### src/tcd_params.svh
// Constants for the tracking converter digital port: offsets, resets, timing.
// Assumes a 250 MHz aclk; every cycle count below is derived from that rate.
`ifndef TCD_PARAMS_SVH
`define TCD_PARAMS_SVH

// ----------------------------------------
// Register offsets (byte addresses)
// ----------------------------------------
`define TCD_OFF_CTRL 4'h0
`define TCD_OFF_STATUS 4'h4
`define TCD_OFF_ANGLE 4'h8
`define TCD_OFF_OUTWORD 4'hC

// ----------------------------------------
// Field positions and reset values
// ----------------------------------------
`define TCD_CTRL_TRACK_BIT 0
`define TCD_CTRL_FORCE_BIT 1
`define TCD_CTRL_RESET 2'h1
`define TCD_RES_RESET 2'h3
`define TCD_FAULT_LSBS 17'h00041

// ----------------------------------------
// Timing
// ----------------------------------------
`define TCD_CLK_MHZ 250
`define TCD_STROBE_NS 400
`define TCD_DELAY_NS 50
`define TCD_STROBE_CYC (((`TCD_STROBE_NS * `TCD_CLK_MHZ) + 999) / 1000)
`define TCD_DELAY_CYC (((`TCD_DELAY_NS * `TCD_CLK_MHZ) + 999) / 1000)

`endif

### src/tcd_pkg.sv
// Types shared by the tracking converter digital port.
// Assumes the constants header is included where numbers are needed.
package tcd_pkg;

	// ----------------------------------------
	// Resolution codes and strobe sequencer
	// ----------------------------------------
	typedef enum logic [1:0] {
		TCD_RES_10,
		TCD_RES_12,
		TCD_RES_14,
		TCD_RES_16
	} tcd_res_t;

	typedef enum logic [0:0] {
		TCD_IDLE,
		TCD_PULSE
	} tcd_state_t;

	// Fault sources from the analog side
	typedef struct packed {
		logic over_velocity;
		logic null_fail;
		logic input_signal_lost;
		logic reference_lost;
	} tcd_fault_t;

	// One tri-state byte lane
	typedef struct packed {
		logic [7:0] data;
		logic oe;
	} tcd_lane_t;

endpackage

### src/tcd_sync.sv
// Three-stage synchroniser for pin inputs.
// Assumes inputs are asynchronous to aclk; output moves only when stages 2 and 3 agree.
`timescale 1ns/1ps
module tcd_sync #(
	parameter int W = 1,
	parameter logic [W-1:0] INIT = '0
) (
	input wire logic aclk,
	input wire logic aresetn,
	input wire logic ce,
	input wire logic [W-1:0] d,
	output logic [W-1:0] q
);
	logic [W-1:0] s1;
	logic [W-1:0] s2;
	logic [W-1:0] s3;

	// Stage 1 is read only by stage 2 to keep metastability contained
	always_ff @(posedge aclk) begin
		if (!aresetn) begin
			s1 <= INIT;
			s2 <= INIT;
			s3 <= INIT;
		end else if (ce) begin
			s1 <= d;
			s2 <= s1;
			s3 <= s2;
		end
	end

	// Accept a bit only once two stages agree on it
	always_ff @(posedge aclk) begin
		if (!aresetn) begin
			q <= INIT;
		end else if (ce) begin
			for (int i = 0; i < W; i++) begin
				if (s2[i] == s3[i]) begin
					q[i] <= s3[i];
				end
			end
		end
	end
endmodule // tcd_sync

### src/tcd_top.sv
// Digital port of a tracking angle converter: up/down angle counter, update
// strobe, resolution select, fault flag, hold latch and two tri-state bytes.
// Assumes VCO count pulses and all control pins are asynchronous to aclk;
// the tracking error word comes from logic on aclk. Software uses AXI4-Lite.
`timescale 1ns/1ps
`include "tcd_params.svh"

module tcd_top (
	input wire logic aclk,
	input wire logic aresetn,
	input wire logic ce,
	input wire logic [3:0] s_axi_awaddr,
	input wire logic s_axi_awvalid,
	output logic s_axi_awready,
	input wire logic [31:0] s_axi_wdata,
	input wire logic [3:0] s_axi_wstrb,
	input wire logic s_axi_wvalid,
	output logic s_axi_wready,
	output logic [1:0] s_axi_bresp,
	output logic s_axi_bvalid,
	input wire logic s_axi_bready,
	input wire logic [3:0] s_axi_araddr,
	input wire logic s_axi_arvalid,
	output logic s_axi_arready,
	output logic [31:0] s_axi_rdata,
	output logic [1:0] s_axi_rresp,
	output logic s_axi_rvalid,
	input wire logic s_axi_rready,
	input wire logic count_up,
	input wire logic count_down,
	input wire logic signed [16:0] tracking_error,
	input wire tcd_pkg::tcd_fault_t fault_pins,
	input wire logic res_sel_hi,
	input wire logic res_sel_lo,
	input wire logic hold_output_n,
	input wire logic upper_byte_enable_n,
	input wire logic lower_byte_enable_n,
	output logic update_strobe,
	output logic fault_n,
	output tcd_pkg::tcd_lane_t upper_lane,
	output tcd_pkg::tcd_lane_t lower_lane
);
	// ----------------------------------------
	// Helpers
	// ----------------------------------------
	localparam logic [7:0] STROBE_CYC = 8'(`TCD_STROBE_CYC);
	localparam logic [7:0] DELAY_CYC = 8'(`TCD_DELAY_CYC);

	// Weight of one LSB in 16-bit units for a resolution code
	function automatic logic [15:0] lsb_step(input tcd_pkg::tcd_res_t r);
		case (r)
			tcd_pkg::TCD_RES_10: lsb_step = 16'h0040;
			tcd_pkg::TCD_RES_12: lsb_step = 16'h0010;
			tcd_pkg::TCD_RES_14: lsb_step = 16'h0004;
			default: lsb_step = 16'h0001;
		endcase
	endfunction

	// Keeps positions at and above the selected LSB
	function automatic logic [15:0] res_mask(input tcd_pkg::tcd_res_t r);
		res_mask = ~(lsb_step(r) - 16'h0001);
	endfunction

	// ----------------------------------------
	// Pin synchronisers
	// ----------------------------------------
	logic [1:0] cnt_sync;
	logic [3:0] fault_sync;
	logic [1:0] res_sync;
	logic [2:0] ctl_sync;
	logic [1:0] cnt_prev;
	logic hold_n;
	logic upper_en_n;
	logic lower_en_n;

	// One bank for all pins; enables and hold idle high as if pulled up
	tcd_sync #(
		.W(11),
		.INIT(11'h007)
	) u_sync (
		.aclk(aclk),
		.aresetn(aresetn),
		.ce(ce),
		.d({count_up, count_down, fault_pins, res_sel_hi, res_sel_lo,
			hold_output_n, upper_byte_enable_n, lower_byte_enable_n}),
		.q({cnt_sync, fault_sync, res_sync, ctl_sync})
	);

	assign hold_n = ctl_sync[2];
	assign upper_en_n = ctl_sync[1];
	assign lower_en_n = ctl_sync[0];

	// ----------------------------------------
	// Register state
	// ----------------------------------------
	logic track_en;
	logic force_fault;
	logic aw_got;
	logic w_got;
	logic [3:0] aw_addr;
	logic [31:0] w_data;
	logic [3:0] w_strb;
	logic wr_fire;

	// ----------------------------------------
	// Converter state
	// ----------------------------------------
	tcd_pkg::tcd_res_t res;
	tcd_pkg::tcd_state_t state;
	logic [7:0] pulse_cnt;
	logic [15:0] angle;
	logic [15:0] next_angle;
	logic [15:0] out_data;
	logic [15:0] held_word;
	logic up_evt;
	logic dn_evt;
	logic [16:0] err_abs;
	logic [16:0] err_limit;
	logic err_big;

	// ----------------------------------------
	// Angle counter
	// ----------------------------------------
	// Rising edges of the settled VCO lines give one count each
	always_ff @(posedge aclk) begin
		if (!aresetn) begin
			cnt_prev <= 2'h0;
		end else if (ce) begin
			cnt_prev <= cnt_sync;
		end
	end

	assign up_evt = cnt_sync[1] & ~cnt_prev[1] & track_en;
	assign dn_evt = cnt_sync[0] & ~cnt_prev[0] & track_en;

	// Step first, trim second: a count on the strobe's last cycle is kept
	assign next_angle = (up_evt == dn_evt) ? angle :
		(up_evt ? angle + lsb_step(res) : angle - lsb_step(res));

	// Counter runs regardless of hold, so no count is lost
	// 16-bit arithmetic wraps both ways at full scale
	always_ff @(posedge aclk) begin
		if (!aresetn) begin
			angle <= 16'h0000;
		end else if (ce) begin
			if (state == tcd_pkg::TCD_PULSE && pulse_cnt == STROBE_CYC - 8'h01) begin
				angle <= next_angle & res_mask(tcd_pkg::tcd_res_t'(res_sync));
			end else begin
				angle <= next_angle;
			end
		end
	end

	// ----------------------------------------
	// Update strobe sequencer
	// ----------------------------------------
	// A strobe starts whenever the counter differs from the published word;
	// counts arriving mid-pulse are caught by the next strobe
	always_ff @(posedge aclk) begin
		if (!aresetn) begin
			state <= tcd_pkg::TCD_IDLE;
			pulse_cnt <= 8'h00;
		end else if (ce) begin
			case (state)
				tcd_pkg::TCD_IDLE: begin
					pulse_cnt <= 8'h00;
					if (angle != out_data) begin
						state <= tcd_pkg::TCD_PULSE;
					end
				end
				tcd_pkg::TCD_PULSE: begin
					pulse_cnt <= pulse_cnt + 8'h01;
					if (pulse_cnt == STROBE_CYC - 8'h01) begin
						state <= tcd_pkg::TCD_IDLE;
					end
				end
				default: state <= tcd_pkg::TCD_IDLE;
			endcase
		end
	end

	// Strobe is high exactly while the sequencer is in its pulse state
	always_ff @(posedge aclk) begin
		if (!aresetn) begin
			update_strobe <= 1'b0;
		end else if (ce) begin
			if (state == tcd_pkg::TCD_IDLE && angle != out_data) begin
				update_strobe <= 1'b1;
			end else if (state == tcd_pkg::TCD_PULSE && pulse_cnt == STROBE_CYC - 8'h01) begin
				update_strobe <= 1'b0;
			end
		end
	end

	// Internal data follows the counter only after the leading-edge delay,
	// so a hold arriving with the strobe never sees a moving word
	always_ff @(posedge aclk) begin
		if (!aresetn) begin
			out_data <= 16'h0000;
		end else if (ce) begin
			if (state == tcd_pkg::TCD_PULSE && pulse_cnt == DELAY_CYC - 8'h01) begin
				out_data <= angle & res_mask(res);
			end
		end
	end

	// ----------------------------------------
	// Resolution select
	// ----------------------------------------
	// Captured on the strobe trailing edge to avoid racing the counter
	always_ff @(posedge aclk) begin
		if (!aresetn) begin
			res <= tcd_pkg::tcd_res_t'(`TCD_RES_RESET);
		end else if (ce) begin
			if (state == tcd_pkg::TCD_PULSE && pulse_cnt == STROBE_CYC - 8'h01) begin
				res <= tcd_pkg::tcd_res_t'(res_sync);
			end
		end
	end

	// ----------------------------------------
	// Hold latch
	// ----------------------------------------
	// Transparent only while strobe low and hold released; a hold during
	// a pulse keeps the word from before the pulse, never a half-moved one
	always_ff @(posedge aclk) begin
		if (!aresetn) begin
			held_word <= 16'h0000;
		end else if (ce) begin
			if (!update_strobe && hold_n) begin
				held_word <= out_data & res_mask(res);
			end
		end
	end

	// ----------------------------------------
	// Byte lanes
	// ----------------------------------------
	// Data from flip-flops; enable follows the settled pin each cycle
	assign upper_lane.data = held_word[15:8];
	assign upper_lane.oe = ~upper_en_n;
	assign lower_lane.data = held_word[7:0];
	assign lower_lane.oe = ~lower_en_n;

	// ----------------------------------------
	// Fault flag
	// ----------------------------------------
	// Threshold scales with the resolution in force
	assign err_abs = tracking_error[16] ? 17'(-tracking_error) : 17'(tracking_error);
	assign err_limit = 17'(`TCD_FAULT_LSBS * {1'b0, lsb_step(res)});
	assign err_big = err_abs > err_limit;

	// Recomputed every cycle, so it clears once the causes go away
	always_ff @(posedge aclk) begin
		if (!aresetn) begin
			fault_n <= 1'b1;
		end else if (ce) begin
			fault_n <= ~(err_big | (|fault_sync) | force_fault);
		end
	end

	// ----------------------------------------
	// AXI4-Lite slave
	// ----------------------------------------
	assign s_axi_awready = ~aw_got & ~s_axi_bvalid;
	assign s_axi_wready = ~w_got & ~s_axi_bvalid;
	assign s_axi_arready = ~s_axi_rvalid;
	assign wr_fire = aw_got & w_got & ~s_axi_bvalid;

	// Address and data are taken in either order and held until both are in
	always_ff @(posedge aclk) begin
		if (!aresetn) begin
			aw_got <= 1'b0;
			w_got <= 1'b0;
			aw_addr <= 4'h0;
			w_data <= 32'h00000000;
			w_strb <= 4'h0;
		end else if (ce) begin
			if (s_axi_awvalid && s_axi_awready) begin
				aw_got <= 1'b1;
				aw_addr <= s_axi_awaddr;
			end else if (wr_fire) begin
				aw_got <= 1'b0;
			end
			if (s_axi_wvalid && s_axi_wready) begin
				w_got <= 1'b1;
				w_data <= s_axi_wdata;
				w_strb <= s_axi_wstrb;
			end else if (wr_fire) begin
				w_got <= 1'b0;
			end
		end
	end

	// Only the control word is writable; other offsets answer with an error
	always_ff @(posedge aclk) begin
		if (!aresetn) begin
			track_en <= 1'(`TCD_CTRL_RESET >> `TCD_CTRL_TRACK_BIT);
			force_fault <= 1'(`TCD_CTRL_RESET >> `TCD_CTRL_FORCE_BIT);
			s_axi_bvalid <= 1'b0;
			s_axi_bresp <= 2'h0;
		end else if (ce) begin
			if (wr_fire) begin
				s_axi_bvalid <= 1'b1;
				s_axi_bresp <= (aw_addr == `TCD_OFF_CTRL) ? 2'h0 : 2'h2;
				if (aw_addr == `TCD_OFF_CTRL && w_strb[0]) begin
					track_en <= w_data[`TCD_CTRL_TRACK_BIT];
					force_fault <= w_data[`TCD_CTRL_FORCE_BIT];
				end
			end else if (s_axi_bvalid && s_axi_bready) begin
				s_axi_bvalid <= 1'b0;
			end
		end
	end

	// Reads answer the cycle after the address is taken
	always_ff @(posedge aclk) begin
		if (!aresetn) begin
			s_axi_rvalid <= 1'b0;
			s_axi_rdata <= 32'h00000000;
			s_axi_rresp <= 2'h0;
		end else if (ce) begin
			if (s_axi_arvalid && s_axi_arready) begin
				s_axi_rvalid <= 1'b1;
				s_axi_rresp <= 2'h0;
				case (s_axi_araddr)
					`TCD_OFF_CTRL: s_axi_rdata <= {30'h0, force_fault, track_en};
					`TCD_OFF_STATUS: s_axi_rdata <= {27'h0, update_strobe, ~hold_n,
						res, fault_n};
					`TCD_OFF_ANGLE: s_axi_rdata <= {16'h0, angle};
					`TCD_OFF_OUTWORD: s_axi_rdata <= {16'h0, held_word};
					default: begin
						s_axi_rdata <= 32'h00000000;
						s_axi_rresp <= 2'h2;
					end
				endcase
			end else if (s_axi_rvalid && s_axi_rready) begin
				s_axi_rvalid <= 1'b0;
			end
		end
	end
endmodule // tcd_top

### config.mk
export PLATFORM = sky130hd
export DESIGN_NAME = tcd_top
export DESIGN_NICKNAME = d
export VERILOG_FILES = /design/src/tcd_pkg.sv /design/src/tcd_sync.sv /design/src/tcd_top.sv
export VERILOG_INCLUDE_DIRS = /design/src
export SDC_FILE = /design/constraint.sdc
export NUM_CORES = 1
export LEC_CHECK = 0
export BUFFER_PORTS_ARGS = -buffer_cell sky130_fd_sc_hd__buf_2
export CORE_MARGIN = 2
export CORE_UTILIZATION = 60
export DETAILED_ROUTE_END_ITERATION = 12
export GPL_ROUTABILITY_DRIVEN = 0
export PLACE_DENSITY = 0.86
export SLEW_MARGIN = 20
export SYNTH_ARGS = -nofsm -noshare
export SYNTH_HDL_FRONTEND = slang
export SYNTH_SLANG_ARGS = --single-unit
export TNS_END_PERCENT = 10
### constraint.sdc
create_clock -name aclk -period 8 [get_ports aclk]
set_clock_uncertainty 0.2 [all_clocks]
set_input_delay 2.4 -clock aclk [delete_from_list [all_inputs] [get_ports aclk]]
set_output_delay 2.4 -clock aclk [all_outputs]
set_load 0.1 [all_outputs]
==> impl_metrics.env <==
export IMPL_status="finished, final reports clean"
export IMPL_ys_types=58
export IMPL_clkSlewWorstSetupHoldPaths_ns=0.06
export IMPL_die_h_um=113
export IMPL_dp_hpwl_mm=11.8
export IMPL_rsz0062_at_grt="false"
export IMPL_worstPathCellList="buf_2 > inv_1 > ha_1 > inv_1 > or3_1 > or3_1 > o31ai_1 > xnor2_1 > ha_1 > nand4_1 > o221ai_2 > a32oi_1 > o2111ai_1 > nand3_1"
export IMPL_async_flop_share=0
export IMPL_max_freq_mhz=204
export IMPL_max_slew_margin_rel=0.370
export IMPL_finalSetupTns_ns=0
export IMPL_grt_pass1_vias=5784
export IMPL_max_cap_violations=0
export IMPL_seq_power_share=0.407
export IMPL_grt_overflow_total=0
export IMPL_finalPower_mw=1.75
export IMPL_pwr_density_cell_mw_per_mm2=215
export IMPL_area_delta_synth_final_pct=15.1
export IMPL_synth_edf_count=0
export IMPL_grt_pass1_wl_mm=28.1
export IMPL_wl_mm=17.3
export IMPL_fp_coreArea_sq_mm=0.0115
export IMPL_grt_max_degree=81
export IMPL_sw_frac_of_total=0.259
export IMPL_irDropWorstVdd_uv=206
export IMPL_p_int_mw=1.30
export IMPL_holdPathEnd="s_axi_rvalid"
export IMPL_syn_inst=830
export IMPL_timing_rr_start="u_sync.q[10]"
export IMPL_dieArea_sq_mm=0.0127
export IMPL_crit_type="input pin to flip-flop"
export IMPL_cp_max_fo=7
export IMPL_slowest_delay_ns=0.37
export IMPL_final_max_slew_viol_count=0
export IMPL_vias=6273
export IMPL_min_delay_start="s_axi_rvalid"
export IMPL_timing_hold_ws_ns=0.270
export IMPL_drcViolationCount=0
export IMPL_syn_avg_cell_area_sq_um=8.52
export IMPL_placed_area_sq_mm=0.00750
export IMPL_r2r_slack_ns=4.37
export IMPL_cts_made_buffers=17
export IMPL_clock_root_buffer="clkbuf_16"
export IMPL_ctsResizeCount=0
export IMPL_crit_family="simple AND/OR/NAND/NOR gates"
export IMPL_tightest_slew_ns=0.933
export IMPL_viasPerCell=5.93
export IMPL_finalNetCount=1016
export IMPL_seq_area_frac_synth=0.391
export IMPL_syn_area_sq_mm=0.00707
export IMPL_grt_use_total=0.277
export IMPL_fin_crit_sh=0.611
export IMPL_cts_tree="done"
export IMPL_setup_viol=0
export IMPL_p_clk_frac=0.482
export IMPL_switchingPower_mw=0.452
export IMPL_antenna_cells=0
export IMPL_ff2ff_path_depth=12
export IMPL_drtPass1Iterations=5
export IMPL_postLayoutCoreUtil=0.710
export IMPL_min_path_cells=2
export IMPL_drive_above_1_share=0.149
export IMPL_pwr_share_comb=0.112
export IMPL_antenna_left=0
export IMPL_cts_setup_buffers=0
export IMPL_drtIter0Drc=543
export IMPL_path_buf_inv=3
export IMPL_cp_slowest_cell="or3_1"
export IMPL_finish_instance_area_sq_mm=0.00814
export IMPL_antenna_found_initial=0
export IMPL_ys_seq_elements=138
export IMPL_worstSetupStartpointType="input pin"
export IMPL_cts_sinks=138
export IMPL_p_leak_nw=3.64
export IMPL_worstSkewPairLatency_ns=0.43
export IMPL_fp_dieW_um=113
export IMPL_synth_ff_type="dfxtp_1"
export IMPL_wl_per_cell_um=16.3
export IMPL_io_pins=141
export IMPL_cts_buffer_depth=2
export IMPL_postCtsHoldBufs=0
export IMPL_portBuffers=89
export IMPL_hp_class="flip-flop to flip-flop"
export IMPL_r2r_end="angle[13]"
export IMPL_endpoint_kind="flip-flop"
export IMPL_cp_arrival_ns=4.97
export IMPL_hold_viol_final=0
export IMPL_htreeDepth=4
export IMPL_initial_utilization=0.617
export IMPL_yosys_warnings=0
export IMPL_cp_required_ns=8.08
export IMPL_num_rows=39
export IMPL_period_minus_slack_ns=4.89
[placed cells by master (no fill, tap or decap), types with 3 or more instances in the layout]
master,count
o21a_1,6
buf_2,89
nor4b_1,4
clkbuf_8,3
and3_1,10
nor3_1,24
clkbuf_16,17
nand2_1,91
buf_4,4
a21oi_1,67
xnor2_1,17
a22oi_1,12
a211oi_1,4
or3_1,7
mux2i_1,50
mux2_2,3
bufinv_16,4
nor2_1,93
inv_1,20
ha_1,33
nand3b_1,5
a221oi_1,11
xor2_1,29
nand2b_1,6
dfxtp_1,138
or4_1,3
nor2b_1,4
conb_1,18
nand3_1,23
o31ai_1,7
o41ai_1,3
a21o_1,14
and2_1,4
o21ai_0,29
nor4_1,8
nand4_1,12
a22o_1,4
[per-layer routing]
metal / up-vias / routed length [um] / global-route usage
li1: 3051 / - / -
met3: 42 / 1090 / 0.0686
met4: 0 / 537 / 0.115
met2: 235 / 8450 / 0.467
met5: - / 0 / 0
met1: 2945 / 7210 / 0.337
[kinds of logic after synthesis]
kind of cell,count (synthesis),share of synthesized area
buf+inv,79,0.0518
mux,55,0.0819
fa+ha+maj,34,0.0612
other cells,1,0.000530
xor+xnor,46,0.0570
simple gates,302,0.200
flops,138,0.391
compound gates,175,0.157
[through the flow]
step / worst slack [ns] / std cells
after floorplan: 2.99 / 847
after global placement: 2.74 / 1026
after detailed placement: 2.66 / 1026
after CTS: 3.10 / 1058
after global routing: 2.88 / 1058
final: 3.11 / 1058
[registers in the layout, summed over array words and instances, names as in the netlist, 4 cells and up]
register / cells
s_axi_rdata: 16
out_data: 16
u_sync.q: 11
angle: 16
u_sync.s1: 11
u_sync.s2: 11
u_sync.s3: 11
pulse_cnt: 8
held_word: 16
aw_addr: 4
[cells in the mapped netlist (4+ instances only)]
cell type / number / share of area
nor3_1: 24 / 0.017
or3_1: 7 / 0.0062
o21a_1: 6 / 0.0064
xnor2_1: 17 / 0.021
nor2_1: 93 / 0.049
a22o_1: 4 / 0.0050
nand2_1: 91 / 0.048
a21o_1: 14 / 0.015
xor2_1: 29 / 0.036
nand4_1: 12 / 0.011
and2_1: 4 / 0.0035
a211oi_1: 4 / 0.0042
nor2b_1: 4 / 0.0035
a22oi_1: 12 / 0.013
nor4_1: 8 / 0.0071
nand3b_1: 5 / 0.0053
mux2i_1: 50 / 0.071
a221oi_1: 11 / 0.014
o21ai_0: 29 / 0.021
dfxtp_1: 138 / 0.39
o31ai_1: 7 / 0.0074
clkbuf_1: 34 / 0.018
ha_1: 33 / 0.058
inv_1: 21 / 0.011
nand3_1: 23 / 0.016
and3_1: 10 / 0.0088
a21oi_1: 67 / 0.047
nand2b_1: 6 / 0.0053
buf_4: 18 / 0.019
nor4b_1: 4 / 0.0050
[power by group through the flow]
stage	logic [mW]	registers [mW]	clock network (mW)
floorplan	0.128	0.759	0
finish	0.195	0.710	0.842
CTS	0.194	0.710	0.848
global route	0.208	0.712	0.875
detailed placement	0.194	0.725	0
global placement	0.191	0.725	0
[how the worst max path moves through the flow]
stage / slack [ns] / end / from / cells after the start
final: 3.11 / fault_n / tracking_error[0] / 14
after global routing: 2.88 / fault_n / tracking_error[0] / 14
after CTS: 3.10 / fault_n / tracking_error[0] / 14
after detailed placement: 2.66 / fault_n / tracking_error[0] / 14
after global placement: 2.74 / fault_n / tracking_error[0] / 14
after floorplan: 2.99 / fault_n / tracking_error[1] / 14
[worst min-delay path, cell delays in order, from the launching register on]
cell	delay, ns
dfxtp_1	0.32
nand2_1	0.05
a21oi_1	0.05
[layout make-up]
type	count	area (sq um)
Multi-Input combinational cell	630	4010
Sequential cell	138	2760
Clock buffer	22	474
Fill cell	883	3330
Timing Repair Buffer	93	475
Inverter	22	82.6
Tap cell	143	179
Clock inverter	10	163
No activity file was read; power rests on OpenSTA's default activity.
